## config.mk

```make
export PLATFORM = sky130hd
export DESIGN_NAME = hpc_host
export DESIGN_NICKNAME = d
export VERILOG_FILES = /design/src/hpc_pkg.sv /design/src/hpc_sync.sv /design/src/hpc_host.sv
export SDC_FILE = /design/constraint.sdc
export NUM_CORES = 1
export LEC_CHECK = 0
export ABC_AREA = 0
export ABC_CLOCK_PERIOD_IN_PS = 3210
export BUFFER_PORTS_ARGS = -buffer_cell sky130_fd_sc_hd__buf_2
export CAP_MARGIN = 5
export CORE_MARGIN = 5
export CORE_UTILIZATION = 40
export DETAILED_ROUTE_END_ITERATION = 8
export PLACE_DENSITY = 0.6
export SKIP_CTS_REPAIR_TIMING = 1
export SLEW_MARGIN = 25
export SYNTH_ARGS = -nofsm -noshare
export SYNTH_HDL_FRONTEND = slang
export SYNTH_HIERARCHICAL = 1
export SYNTH_SLANG_ARGS = --single-unit
```

## constraint.sdc

```tcl
create_clock -name clock_in -period 3.21 [get_ports clock_in]
set_input_delay 0.4815 -clock clock_in [delete_from_list [all_inputs] [get_ports clock_in]]
set_output_delay 0.4815 -clock clock_in [all_outputs]
set_load 0.05 [all_outputs]
```

## src/hpc_pkg.sv

```systemverilog
// Shared types and constants for the host-side PCI control-signal controller.
// Assumes one 100 MHz clock and a synchronous active-low reset for all users.
// How it works
// - The master asserts frame to start, holds it, and releases it in the final phase.
// - A data phase completes only when initiator ready and target ready are both low.
// - A master ends its transaction when the target drives stop.
// - Init device select acts as configuration chip select; driven by the host.
// - A master watches device select to learn whether anyone claimed the cycle.
// - The arbiter asserts the device's own grant line to hand it the bus.
// - The data receiver asserts parity error two clocks after detecting it.
// - Parity error stays low at least one clock per failing data phase.
// - No parity error report before claiming with device select and completing a phase.
// - The system supplies at least 16 MHz; stopping it only via clock-run.
// - Clock-run pauses the clock; the device may refuse stopping or request restart.
// - A sustained line is driven high one clock before floating; owners wait a clock. Clock-run is floated straight from low, not driven high first.
// - Parity is even over the 32 address/data lines and four command lines.
package hpc_pkg;

    // Raw or synchronised pin levels coming from the bus.
    typedef struct packed {
        logic        frame_n;
        logic        irdy_n;
        logic        trdy_n;
        logic        stop_n;
        logic        devsel_n;
        logic        req_n;
        logic        inta_n;
        logic        serr_n;
        logic        perr_n;
        logic        pme_n;
        logic        clkrun_n;
        logic        wake;
        logic [31:0] ad;
        logic [3:0]  cbe_n;
        logic        par;
    } hpc_pin_in_t;

    // Pin drives; every *_oe_n is low while this end drives the line.
    typedef struct packed {
        logic frame_n;
        logic frame_oe_n;
        logic irdy_n;
        logic irdy_oe_n;
        logic trdy_n;
        logic trdy_oe_n;
        logic stop_n;
        logic stop_oe_n;
        logic devsel_n;
        logic devsel_oe_n;
        logic perr_n;
        logic perr_oe_n;
        logic gnt_n;
        logic idsel;
        logic clkrun_n;
        logic clkrun_oe_n;
        logic rst_n;
        logic isolate_n;
        logic power_up_reset_n;
    } hpc_pin_out_t;

    typedef struct packed {
        logic start;
        logic cfg;
        logic wr;
    } hpc_cmd_t;

    typedef struct packed {
        logic bus_reset;
        logic isolate;
        logic power_up_reset;
        logic clk_stop;
        logic tgt_stop;
    } hpc_ctl_t;

    typedef struct packed {
        logic cmd_ready;
        logic done;
        logic stopped;
        logic abort;
        logic tgt_done;
        logic perr_evt;
        logic serr_evt;
        logic irq;
        logic pme;
        logic wake_evt;
        logic clk_stop_ok;
    } hpc_stat_t;

    typedef enum logic [2:0] {
        ST_IDLE  = 3'h0,
        ST_ADDR  = 3'h1,
        ST_DATA  = 3'h3,
        ST_PARK  = 3'h2,
        ST_FLOAT = 3'h6,
        ST_TGT   = 3'h7,
        ST_TPARK = 3'h5
    } hpc_st_t;

    typedef struct packed {
        hpc_st_t      st;
        logic         cfg;
        logic         wr;
        logic         mst;
        logic [3:0]   wait_cnt;
        logic         claimed;
        logic         tcmd_wr;
        logic         chk_pend;
        logic [35:0]  chk_word;
        logic         err_r;
        logic         serr_prev;
        logic         wake_prev;
        hpc_pin_out_t pins;
        hpc_stat_t    stat;
        logic [31:0]  rd_data;
    } hpc_state_t;

    // Cycles without a device select before a master abort, two sync stages included.
    localparam logic [3:0]   DEVSEL_WAIT = 4'h8;
    localparam hpc_pin_in_t  PIN_IN_IDLE = {11'h7ff, 1'h0, 32'h0, 4'hf, 1'h0};
    localparam hpc_pin_out_t PIN_OUT_RST = {12'hfff, 1'h1, 1'h0, 2'h3, 3'h2};
    localparam hpc_state_t   STATE_RST   = '{st: ST_IDLE, pins: PIN_OUT_RST, default: '0};

endpackage : hpc_pkg

```

## src/hpc_sync.sv

```systemverilog
// Two-stage synchroniser for a vector of independent pin levels.
// Assumes each bit is a slow level; words are not kept coherent across bits.
`timescale 1ns/1ps
`default_nettype none
module hpc_sync #(
    parameter int             W    = 1,
    parameter logic [W-1:0]   INIT = '0
) (
    input  wire logic         clock_in,
    input  wire logic         nrst_in,
    input  wire logic [W-1:0] d_in,
    output var  logic [W-1:0] q_out
);
    logic [W-1:0] meta_r;

    always_ff @(posedge clock_in) begin
        if (!nrst_in) begin
            meta_r <= INIT;
            q_out  <= INIT;
        end else begin
            meta_r <= d_in;
            q_out  <= meta_r;
        end
    end
endmodule : hpc_sync
`default_nettype wire

```

## src/hpc_host.sv

```systemverilog
// Host-side controller for the PCI control lines of an attached network device.
// Assumes the AD and command drive is handled elsewhere; this block frames,
// arbitrates, claims device-mastered cycles and checks parity on received data.
`timescale 1ns/1ps
`default_nettype none
module hpc_host
    import hpc_pkg::*;
(
    input  wire logic         clock_in,
    input  wire logic         nrst_in,
    input  wire hpc_pin_in_t  pin_in,
    output var  hpc_pin_out_t pin_out,
    input  wire hpc_cmd_t     cmd_in,
    input  wire hpc_ctl_t     ctl_in,
    output var  hpc_stat_t    stat_out,
    output var  logic [31:0]  rd_data_out
);
    hpc_pin_in_t pin_s;
    hpc_state_t  s;
    hpc_state_t  n;
    logic        det;

    // Bus levels come from another agent's timing, so every pin is synchronised.
    // The two-cycle lag means decode is always slow; devices must tolerate that.
    hpc_sync #(
        .W    ($bits(hpc_pin_in_t)),
        .INIT (PIN_IN_IDLE)
    ) u_sync (
        .clock_in (clock_in),
        .nrst_in  (nrst_in),
        .d_in     (pin_in),
        .q_out    (pin_s)
    );

    function automatic logic par_bad(input logic [35:0] word, input logic par);
        par_bad = ^{word, par};
    endfunction : par_bad

    always_comb begin
        n                = s;
        n.stat.done      = 1'b0;
        n.stat.stopped   = 1'b0;
        n.stat.abort     = 1'b0;
        n.stat.tgt_done  = 1'b0;
        n.chk_pend       = 1'b0;

        // Received data is checked one clock after completion, when parity is valid.
        det = s.chk_pend && par_bad(s.chk_word, pin_s.par);
        n.err_r         = det;
        n.stat.perr_evt = det;
        n.pins.perr_n    = !s.err_r;
        n.pins.perr_oe_n = !(s.err_r || (!s.pins.perr_oe_n && !s.pins.perr_n));

        n.serr_prev     = pin_s.serr_n;
        n.stat.serr_evt = s.serr_prev && !pin_s.serr_n;
        n.stat.irq      = !pin_s.inta_n;
        n.stat.pme      = !pin_s.pme_n;
        n.wake_prev     = pin_s.wake;
        n.stat.wake_evt = pin_s.wake && !s.wake_prev;

        n.pins.rst_n            = !ctl_in.bus_reset;
        n.pins.isolate_n        = !ctl_in.isolate;
        n.pins.power_up_reset_n = !ctl_in.power_up_reset;
        // Holding clock-run low keeps the clock running; a release asks to stop it.
        n.pins.clkrun_n    = 1'b0;
        n.pins.clkrun_oe_n = ctl_in.clk_stop;
        n.stat.clk_stop_ok = s.pins.clkrun_oe_n && pin_s.clkrun_n;

        case (s.st)
            ST_IDLE: begin
                if (!pin_s.frame_n) begin
                    n.st               = ST_TGT;
                    n.tcmd_wr          = pin_s.cbe_n[0];
                    n.pins.devsel_n    = 1'b0;
                    n.pins.devsel_oe_n = 1'b0;
                    n.pins.trdy_n      = 1'b0;
                    n.pins.trdy_oe_n   = 1'b0;
                    n.pins.stop_n      = !ctl_in.tgt_stop;
                    n.pins.stop_oe_n   = 1'b0;
                end else if (s.stat.cmd_ready && cmd_in.start) begin
                    n.st              = ST_ADDR;
                    n.cfg             = cmd_in.cfg;
                    n.wr              = cmd_in.wr;
                    n.mst             = 1'b1;
                    n.wait_cnt        = 4'h0;
                    n.claimed         = 1'b0;
                    n.pins.frame_n    = 1'b0;
                    n.pins.frame_oe_n = 1'b0;
                    n.pins.irdy_n     = 1'b1;
                    n.pins.irdy_oe_n  = 1'b0;
                    n.pins.idsel      = cmd_in.cfg;
                end
            end
            ST_ADDR: begin
                // Single data phase, so frame is released as the phase opens.
                n.st            = ST_DATA;
                n.pins.frame_n  = 1'b1;
                n.pins.irdy_n   = 1'b0;
                n.pins.idsel    = 1'b0;
            end
            ST_DATA: begin
                n.wait_cnt = s.wait_cnt + 4'h1;
                if (!pin_s.devsel_n) begin
                    n.claimed = 1'b1;
                end
                if (!pin_s.trdy_n && !pin_s.devsel_n) begin
                    n.st        = ST_PARK;
                    n.stat.done = 1'b1;
                    if (!s.wr) begin
                        n.rd_data  = pin_s.ad;
                        n.chk_pend = 1'b1;
                        n.chk_word = {pin_s.ad, pin_s.cbe_n};
                    end
                end
                if (!pin_s.stop_n) begin
                    n.st           = ST_PARK;
                    n.stat.stopped = 1'b1;
                end else if (pin_s.trdy_n && !s.claimed && pin_s.devsel_n
                             && s.wait_cnt == DEVSEL_WAIT) begin
                    n.st         = ST_PARK;
                    n.stat.abort = 1'b1;
                end
            end
            ST_PARK: begin
                n.st           = ST_FLOAT;
                n.pins.irdy_n  = 1'b1;
                n.pins.frame_n = 1'b1;
            end
            ST_TGT: begin
                if (!pin_s.irdy_n) begin
                    n.stat.tgt_done = 1'b1;
                    if (s.tcmd_wr) begin
                        n.chk_pend = 1'b1;
                        n.chk_word = {pin_s.ad, pin_s.cbe_n};
                    end
                end
                if (pin_s.frame_n) begin
                    n.st = ST_TPARK;
                end
            end
            ST_TPARK: begin
                n.st            = ST_FLOAT;
                n.pins.devsel_n = 1'b1;
                n.pins.trdy_n   = 1'b1;
                n.pins.stop_n   = 1'b1;
            end
            ST_FLOAT: begin
                n.st               = ST_IDLE;
                n.mst              = 1'b0;
                n.pins.frame_oe_n  = 1'b1;
                n.pins.irdy_oe_n   = 1'b1;
                n.pins.trdy_oe_n   = 1'b1;
                n.pins.stop_oe_n   = 1'b1;
                n.pins.devsel_oe_n = 1'b1;
            end
            default: begin
                n.st = ST_IDLE;
            end
        endcase

        // The device gets the bus only while this end is not mastering.
        n.pins.gnt_n = !(!pin_s.req_n && !n.mst && !s.mst);
        n.stat.cmd_ready = (n.st == ST_IDLE) && pin_s.req_n && n.pins.gnt_n
                           && pin_s.frame_n && !ctl_in.bus_reset && !ctl_in.isolate;
    end

    always_ff @(posedge clock_in) begin
        if (!nrst_in) begin
            s <= STATE_RST;
        end else begin
            s <= n;
        end
    end

    assign pin_out     = s.pins;
    assign stat_out    = s.stat;
    assign rd_data_out = s.rd_data;
endmodule : hpc_host
`default_nettype wire

```

# After elaboration in Yosys (flattened, before gate mapping)
# Cells that the tools add are included.
# W data, S select, Z words.
[op_classes] n_eq_ne=15 add_sub_neg=1 reduce_logical=64 bitwise=2 mux=43
[op_table] operator="$mux W37" count=4
[op_table] operator="$mux W32" count=3
[op_table] operator="$pmux W37 S2" count=1
[op_table] operator="$mux W48" count=1
[op_table] operator="$reduce_xor A37 Y1" count=1
[op_table] operator="$reduce_and A3 Y1" count=8
[op_table] operator="$pmux W1 S2" count=11
[op_table] operator="$logic_not A1 Y1" count=19
[op_table] operator="$mux W3" count=6
[op_table] operator="$logic_and A1 B1 Y1" count=17
[op_table] operator="$pmux W3 S5" count=1
[op_table] operator="$ne A2 B2 Y1 const B" count=7
[op_table] operator="$mux W6" count=2
[op_table] operator="$reduce_bool A2 Y1" count=6
[op_table] operator="$mux W11" count=1
[op_table] operator="$pmux W5 S2" count=1
[op_table] operator="$reduce_and A2 Y1" count=5
[op_table] operator="$eq A3 B3 Y1 const B" count=3
[op_table] operator="$mux W1" count=9
[op_table] operator="$mux W4" count=2
[op_table] operator="$eq A3 B2 Y1 const B" count=2
[op_table] operator="$logic_not A3 Y1" count=2
[op_table] operator="$reduce_and A5 Y1" count=1
[op_table] operator="$add A4 B1 Y4 const B" count=1
[op_table] operator="9 further kinds" count=11
[word_totals] out_inout_bits=62 wordCells=169 input_bits=59 ff_bits=211

# Depth between registers and ports, before layout
# Gate-level depths: netlist (run 1).
[depth] ltp_word=14 depth_mapped=9 mapped_depth_nobuf=7

# Modules after synthesis
# The synthesis (run 1) kept the hierarchy.
[modules_own_cells] mod="hpc_host" seq_area_each_um2=2162.1 instances=1 area_each_um2=4634.4 cells_per_inst=520
[modules_own_cells] mod="hpc_sync" seq_area_each_um2=1961.9 instances=1 area_each_um2=2643.8 cells_per_inst=206

# Worst setup path before layout (run 1)
# No wires, ideal clock.
[synth_timing] path_type="reg-to-reg" from="register s[112] in the netlist's numbering" to="register s[75] in the netlist's numbering" path_slack_ns=1.676 t_required_ns=3.082 n_path_buf=4 synth_period_minus_slack_ns=1.534 stages_incl_launch_ff=10 setup_ns=0.128 arrival_ns=1.407 path_cell_list="dfxtp_1 -> buf_2 -> nand3b_1 -> nor2b_1 -> buf_2 -> a21oi_4 -> buf_6 -> buf_6 -> mux2i_1 -> nor2_1"
[synth_via] elab_chain_cells=3 word_cells_on_any_way=9 classes_between="6 x eq/ne; 1 x mux; 2 x reduce/logical"
[synth_lines] item="start, declared" line="hpc_host.sv:19" text="hpc_state_t s;"
[synth_lines] item="start signal, assigned" line="hpc_host.sv:171" text="s <= n;"
[synth_lines] item="$eq A3 B3 Y1 or $eq A3 B2 Y1 (tied branches)" line="hpc_host.sv:69" text="case (s.st)"
[synth_lines] item="$ne A2 B2 Y1 (no line) or $reduce_bool A2 Y1 (tied branches)"
[synth_lines] item="$reduce_and A5 Y1 (no line)"
# Several ways; a longest one is shown, not always the timed one.
# A chain may end at the register's enable or synchronous reset.

# Final worst setup path (run 1)
[layout_timing] from="register s[111] in the netlist's numbering" to="register s[100] in the netlist's numbering"
# The elaborated chain is that of the path after synthesis.

==> results.md, run 1 <==
- Required @ worst endpoint: 3.63 ns
- Final Skew: approximately 0.0088 ns
- Max Cap Viol: 0
- Synth Cell Area: 7230 sq um
- Starting Density: around two fifths
- Finished Cell Area: 8220 sq um
- Hold Crit Class: input pin to register
- CTS Buf Count: 22
- Worst slew pin tran: 0.647 ns
- GR Overflow Total: 0
- RR Startpoint: s[111]
- Drt first-iter violations: roughly 240
- Worst-path maximum fanout: 39
- DR vias: between 4000 and 5000
- Core area: around 18000 sq um
- Placer Congestion: around 0.8
- Final core occ: between 40 and 50%
- Status: finished clean
- Commonest cells after routing, fill and taps aside: 204 x dfxtp_1, 118 x buf_2, 88 x nand2_1
- Post-Syn Area per Cell: 10.0 sq um
- CTS tree: done
- WS Path Type: register to register
- Pwr/cell area: between 600 and 700 nW/um^2
- Leak pwr: approximately 0.0036 uW
- Drt first pass iters: 4
- CP bufs+invs: 1
- WL/cell: between 10 and 15 microns
- IO Count: 121
- Share of cells above drive strength 1: between 20 and 25%
- H-tree levels: 1
- Clock root cell: clkbuf_16
- Final period util: 61.3%
- Critical Path Source Type: register
- Relative slew slack: between 50% and 60%
- Clk pin slew, worst setup/hold paths: 0.06 ns
- Crit path DAT: between 2 and 2.5 ns
- GRT Overall Usage: between 10% and 20%
- RSZ-0062 raised after global routing: no
- FMAX: slightly above 0.5 GHz
- IO Port Bufs: ~120
- Commonest non-fill, non-tap cell in the layout: dfxtp_1
- Post-DR vias/cell: 4.45
- Clk sink count: about 200
- # setup viols final: 0
- Syn_nets: between 700 and 800
- Hold_sp: ctl_in[2]
- Initial antenna violation count: 0
- Warnings from Yosys: 6
- Nets@finish: approximately 840
- Cell Rows: slightly below 50
- Final Hold Fails: 0
- Largest net degree at the start of global routing: 77
- Worst path max stage delay: between 0.5 and 0.6 ns
- # DRC: 0
- Largest delay share family, worst path: simple AND/OR/NAND/NOR gates
- Cell chain of the critical path: nand2_1 -> nor3_2 -> a21oi_4 -> buf_4 -> nand3b_1 -> a21oi_1
- Finished Layout Cells: slightly above 1000
- Min cycle time layout: roughly 2.0 ns
- Final slew viol count: 0
- CP startpoint: s[111]
- Clk_lat worst skew: a little under 0.5 ns
- Max Root-Sink Buffers: 3
- Vias in the first global route: about 4300
- Worst VDD drop: approximately 400 uV
- Placed cell count: 979
- Routed Antenna Nets: 0
- Die Width: between 100 and 150 microns
- Post-detail-place hpwl: approximately 8400 microns
- Layout overhead on the synthesized area: 13.7%
- Setup TNS: 0 ns
- WL final: between 10000 and 15000 microns
- Post-Synthesis Cells: between 700 and 800
- DIE AREA: 20900 sq um
- Global-route wire length before repair: roughly 22000 microns
- Instance area after placement: about 7500 sq um
- N_diodes: 0
- Critical Path End Type: register
- Fin Hold WS: 0.137 ns
- CP max stage cell: dfxtp_1
- DIE HEIGHT: 144 microns
==> report_power, final <==
| group | switching, uW | internal (uW) |
|---|---|---|
| clock network | 967 | 1460 |
| registers | 40.4 | 2610 |
| logic | 179 | 97.4 |
| total | 1190 | 4160 |
==> state kept, by name, summed over array words and instances, names as in the netlist <==
| register | cells |
|---|---|
| s | 50 |
| u_sync/meta_r | 48 |
| pin_out | 15 |
| u_sync/q_out | 48 |
| rd_data_out | 32 |
| stat_out | 11 |
==> path summary, 6_finish.rpt <==
kind | endpoint | slack [ns] | cells after the start
worst max-delay path | s[100] | 1.24 | 6
worst min-delay path | pin_out[0] | 0.14 | 2
worst max register to register | s[100] | 1.24 | 6
worst min register to register | stat_out[2] | 0.38 | 1
==> metal layers <==
layer  vias up  GRT usage [%]  wire [microns]
met5         -              0               0
met4         0           3.58             286
met3        22           3.08             786
met2        96           20.0            5990
met1      2043           17.6            6320
li1       2358              -               -
==> final cells by class <==
class                           count  area, sq um
Fill cell                        1764         9680
Multi-Input combinational cell    413         2460
Clock buffer                       31          634
Timing Repair Buffer              126          651
Inverter                            7         26.3
Sequential cell                   204         4080
Clock inverter                      6         72.6
Tap cell                          229          287
==> metrics by stage <==
stage | power [uW] | setup slack (ns)
final | 5350 | 1.24
after global routing | 5570 | 1.05
after CTS | 5430 | 1.24
after detailed placement | 2990 | 1.24
after global placement | 2980 | 1.24
after floorplan | 2930 | 1.68
Power figures use the tool's default switching activity.
==> run 2: changes to the inputs <==
Settings changed: ABC_AREA 0 to 1, ABC_CLOCK_PERIOD_IN_PS 3210 to 1800, PLACE_DENSITY 0.6 to 0.62.
Clock period 3.21 ns to 1.8 ns, I/O delays scaled along.
==> run 2 against run 1 <==
The flow now finishes with violations (negative hold slack). Via count up 32%. Sequential power up 80%. Register-to-register slack worse by 1.1 ns. Worst hold slack worse by 0.16 ns. Clock power up 86%. Count of clock-buffer cells in the layout up 1. Setup slack worse by 1.1 ns. Fmax up 21%. Utilization up 3.1 points. Flip-flop and latch count unchanged. Die area up 7.0%. Critical endpoint is now s[74]. Highest routed layer unchanged.
==> results.md, run 2 <==
- WS Path Type: register to register
- Warnings from Yosys: 6
- Total power: between 10000 and 15000 uW
- Final Hold Fails: 1
- FMAX: between 0.6 and 0.7 GHz
- CP startpoint: s[111]
- IO Count: approximately 120
- Core area: between 15000 and 20000 sq um
- N_diodes: 0
- Largest net degree at the start of global routing: between 60 and 70
- Post-DR vias/cell: around 4.2
- Max reg flops: 50
- Leading registers by flop count: s: 50 flops, u_sync/meta_r: 48 flops, u_sync/q_out: 48 flops
- WL/cell: 10.8 microns
- GRT Overall Usage: between 10% and 20%
- DIE AREA: 22300 sq um
- Max Root-Sink Buffers: 3
- DR vias: between 5000 and 6000
- Crit path capture: s[74]
- Post-Syn Area per Cell: between 7 and 8 sq um
- Layout overhead on the synthesized area: 21.6%
- # fillers: between 1500 and 2000
- Starting Density: 40.3%
- Initial antenna violation count: 0
- Die Width: around 150 microns
- Post-Synthesis Cells: a little over 1000
- Share of cells above drive strength 1: about 16%
- Cell Rows: between 50 and 60
- Clk pin slew, worst setup/hold paths: around 0.06 ns
- Commonest non-fill, non-tap cell in the layout: nand2_1
- Vias in the first global route: roughly 5300
- Drt first pass iters: 6
- Critical Path Source Type: register
- RR Startpoint: s[111]
- Global-route wire length before repair: between 20000 and 25000 microns
- Critical Path End Type: register
- Routed Antenna Nets: 0
- Synth Cell Area: 7770 sq um
- Worst path depth: 7
- R2r worst-path depth: 7
- CTS tree: done
- H-tree levels: 1
- CTS Buf Count: 22
- Placer Congestion: between 0.7 and 0.8
- Top reg by flops: s
- Fin Hold WS: -0.0230 ns
- R2R Setup Slk: approximately 0.17 ns
- Final Skew: 0.0139 ns
- Worst path max stage delay: 0.38 ns
- RSZ-0062 raised after global routing: no
- Cell chain of the critical path: nand2_2 -> nor2_1 -> inv_1 -> o31ai_4 -> bufinv_16 -> o21ai_0 -> a21oi_1
- Worst-path maximum fanout: 60
- Final slew viol count: 0
- Drt first-iter violations: ~240
- Syn_nets: 1086
- Multi-input logic area: around 2400 sq um
- Hold Crit Class: input pin to register
- Max Cap Viol: 0
- Status: finished, violations left
- Required @ worst endpoint: around 2.2 ns
- GR Overflow Total: 0
- Largest delay share family, worst path: compound AO/OA/AOI/OAI gates
- CP max stage cell: dfxtp_1
- Min cycle time layout: 1.63 ns
- CP bufs+invs: 2
- Worst VDD drop: 743 uV
- Commonest cells after routing, fill and taps aside: 290 x nand2_1, 202 x dfxtp_1, 158 x inv_1
- Register Area: 4090 sq um
- Clk sink count: roughly 200
- Relative slew slack: 67.2%
- # DRC: 0
- # setup viols final: 0
- IO Port Bufs: roughly 120
- Setup TNS: 0 ns
- Post-detail-place hpwl: 10000 microns
- Pwr/cell area: between 1000 and 1500 nW/um^2
- Nets@finish: 1199
- Worst slew pin tran: approximately 0.5 ns
- DIE HEIGHT: 149 microns
- Failing checks: negative hold slack
- WL final: 15300 microns
- Finished Cell Area: about 9400 sq um
- Crit path DAT: between 1.5 and 2 ns
- Instance area after placement: slightly above 8000 sq um
- Clock root cell: clkbuf_16
- FF-to-FF End: s[74]
- Clk_lat worst skew: between 0.4 and 0.5 ns
- Leak pwr: ~0.0051 uW
- Final period util: between 90% and 100%
==> run 2: how the worst min path moves through the flow <==
stage | start | to | slack, ns | cells after the start
floorplan | ctl_in[3] | pin_out[1] | 0.33 | 1
global placement | u_sync/q_out[39] | stat_out[2] | 0.37 | 1
detailed placement | u_sync/q_out[39] | stat_out[2] | 0.37 | 1
CTS | ctl_in[2] | pin_out[0] | -0.09 | 2
global route | pin_in[6] | u_sync/meta_r[6] | 0.001 | 3
finish | pin_in[1] | u_sync/meta_r[1] | -0.02 | 3
==> run 2: metrics by stage <==
step / worst slack (ns) / hold slack, ns / util, % / std cells
2_1_floorplan: 0.235 / 0.332 / - / 1025
3_3_place_gp: 0.101 / 0.373 / 42.4 / 1329
3_5_place_dp: 0.0724 / 0.373 / 42.4 / 1329
4_1_cts: 0.0271 / -0.0943 / 46.3 / 1367
5_1_grt: 0.0404 / 0.00107 / 49.0 / 1417
6_report: 0.169 / -0.0230 / 49.0 / 1417
==> run 2: per-layer routing <==
metal | share of wire [%] | track usage, % | wire length [microns] | vias up
met5 | 0 | 0 | 0 | -
met1 | 47 | 17.3 | 7150 | 2578
li1 | - | - | - | 3228
met2 | 46 | 21.7 | 7030 | 120
met3 | 5.5 | 2.89 | 835 | 25
met4 | 1.6 | 3.57 | 248 | 0
==> run 2: power by group <==
group          internal, uW  total [uW]  leakage (uW)  switching, uW
clock network          2810        4490      0.000368           1680
logic                   305         783       0.00307            478
registers              4690        4760       0.00167           76.9
==> run 2: cell type report <==
type,count,share of cell area (%)
Clock buffer,32,6.98
Clock inverter,6,0.848
Inverter,162,6.72
Multi-Input combinational cell,563,25.5
Sequential cell,204,43.3
Tap cell,265,3.51
Timing Repair Buffer,185,13.2
==> run 2: worst reg2reg max path: stages, from the launching register on <==
cell and delay [ns]:
dfxtp_1 0.38, nand2_2 0.11, nor2_1 0.15, inv_1 0.10, o31ai_4 0.22, bufinv_16 0.26
o21ai_0 0.22, a21oi_1 0.06
==> run 3: changes to the inputs <==
Settings changed: ABC_AREA 1 to 0.
==> run 3 against run 2 <==
The run now ends clean. Flip-flop and latch count did not move. Largest power group is now clock. Worst hold slack better by 0.035 ns. Sequential share of layout area is 2.4 points higher. Critical path depth decreased by 2. Die area is 6.5% lower. Clock skew shrank 0.0085 ns. Design area is 5.4% lower. Fmax fell by 3.1%. Wire length down 9.2%. Combinational power down 23%. Largest cell class unchanged.
==> results.md, run 3 (same netlist as run 1, synthesis figures left out) <==
- IO Port Bufs: about 120
- DIE AREA: around 21000 sq um
- Status: finished clean
- Clk sink count: between 200 and 250
- N_diodes: 0
- Clk_lat worst skew: between 0.4 and 0.5 ns
- Worst slew pin tran: about 0.42 ns
- H-tree levels: 1
- GR Overflow Total: 0
- Dpl ws: 0.0946 ns
- Relative slew slack: a little under three quarters
- # setup viols final: 0
- Top reg by flops: s
- Max Cap Viol: 0
- Crit path DAT: about 2.1 ns
- Final Skew: around 0.0054 ns
- DR vias: roughly 4800
- Nets@finish: 893
- Worst-path maximum fanout: 2
- FMAX: roughly 0.59 GHz
- Post-detail-place hpwl: 8840 microns
- Commonest non-fill, non-tap cell in the layout: dfxtp_1
- Worst VDD drop: approximately 780 uV
- Hold Crit Class: input pin to register
- Setup TNS: 0 ns
- R2R Setup Slk: ~0.12 ns
- Vias in the first global route: 4429
- Cell Rows: 49
- Commonest cells after routing, fill and taps aside: 203 x dfxtp_1, 118 x buf_2, 88 x nand2_1
- Critical Path End Type: register
- Layout overhead on the synthesized area: 23.7%
- Drt first-iter violations: around 170
- Global-route wire length before repair: 21800 microns
- Max reg flops: 50
- Post-DR vias/cell: around 4.4
- WS Path Type: register to register
- Placer Congestion: ~0.77
- Starting Density: about two fifths
- RSZ-0062 raised after global routing: no
- # DRC: 0
- WL/cell: 12.9 microns
- Required @ worst endpoint: between 2 and 2.5 ns
- Final period util: about 94%
- Critical Path Source Type: register
- Share of cells above drive strength 1: between 20% and 30%
- Min cycle time layout: approximately 1.7 ns
- GRT Overall Usage: about an eighth
- Clk pin slew, worst setup/hold paths: about 0.06 ns
- Worst setup margin: around 0.12 ns
- IO Count: 121
- Largest net degree at the start of global routing: a little under 70
- CTS tree: done
- Leak pwr: roughly 0.0039 uW
- CTS Buf Count: 22
- Final Hold Fails: 0
- Clock root cell: clkbuf_16
- Pwr/cell area: roughly 1100 nW/um^2
- Drt first pass iters: 4
- Core area: roughly 18000 sq um
- Leading registers by flop count: s: 50 flops, u_sync/meta_r: 48 flops, u_sync/q_out: 48 flops
- Final slew viol count: 0
- Initial antenna violation count: 0
- WL final: 13900 microns
- Routed Antenna Nets: 0
- Die Width: ~140 microns
- Max Root-Sink Buffers: 3
- DIE HEIGHT: ~140 microns
[run 3: cell count changes in the layout (fill, tap and decap cells not counted), moves of 8 or more]
cell,delta
nand2b_1,+29
xnor2_1,+18
nand3_1,-8
nand2_1,-202
and2_1,+70
a21oi_1,+20
mux2i_1,+36
o21ai_0,-61
inv_1,-152
nor2_1,-67
[run 3: layer usage]
metal  vias to the layer above  global-route usage, %  wire length, microns
met5                         -                      0                     0
met4                         0                   3.98                   222
met3                        22                   2.71                   727
met2                        90                   20.9                  6490
met1                      2174                   17.0                  6410
li1                       2477                      -                     -
[run 3: worst paths after layout]
| check | start | endpoint | depth (start not counted) |
|---|---|---|---|
| setup / recovery | s[75] | stat_out[5] | 5 |
| hold / removal | pin_in[10] | u_sync/meta_r[10] | 2 |
| setup reg to reg | s[75] | stat_out[5] | 5 |
| hold reg to reg | u_sync/q_out[39] | stat_out[2] | 1 |
[run 3: worst max-delay path, cell delays in order, from the launching register on]
cell,delay (ns)
dfxtp_1,0.33
xnor3_1,0.39
xnor3_1,0.24
xnor3_1,0.26
nand3b_1,0.17
mux2i_1,0.19
[run 3: through the flow]
step / hold WS (ns) / power [uW] / instance area [sq um] / instances / util, %
after CTS: -0.0966 / 10300 / 8440 / 1027 / 47.1
after detailed placement: 0.366 / 5340 / 7610 / 987 / 42.5
final: 0.0116 / 10300 / 8940 / 1077 / 49.9
after global routing: -0.000324 / 10700 / 8940 / 1077 / 49.9
after floorplan: 0.332 / 5220 / 7230 / 722 / -
after global placement: 0.363 / 5340 / 7610 / 987 / 42.5
[run 3: layout make-up]
type                       instances  area (sq um)
clock inverter                     7           135
multi-input combinational        413          2460
timing repair buffer             184          1250
inverter                           7          26.3
tap                              229           287
fill                            1656          8960
clock buffer                      33           693
sequential                       204          4090
[run 3: power breakdown]
part           switching, uW  internal [uW]  total (uW)
logic                    342            261         602
registers               66.5           4660        4720
clock network           1710           3220        4930
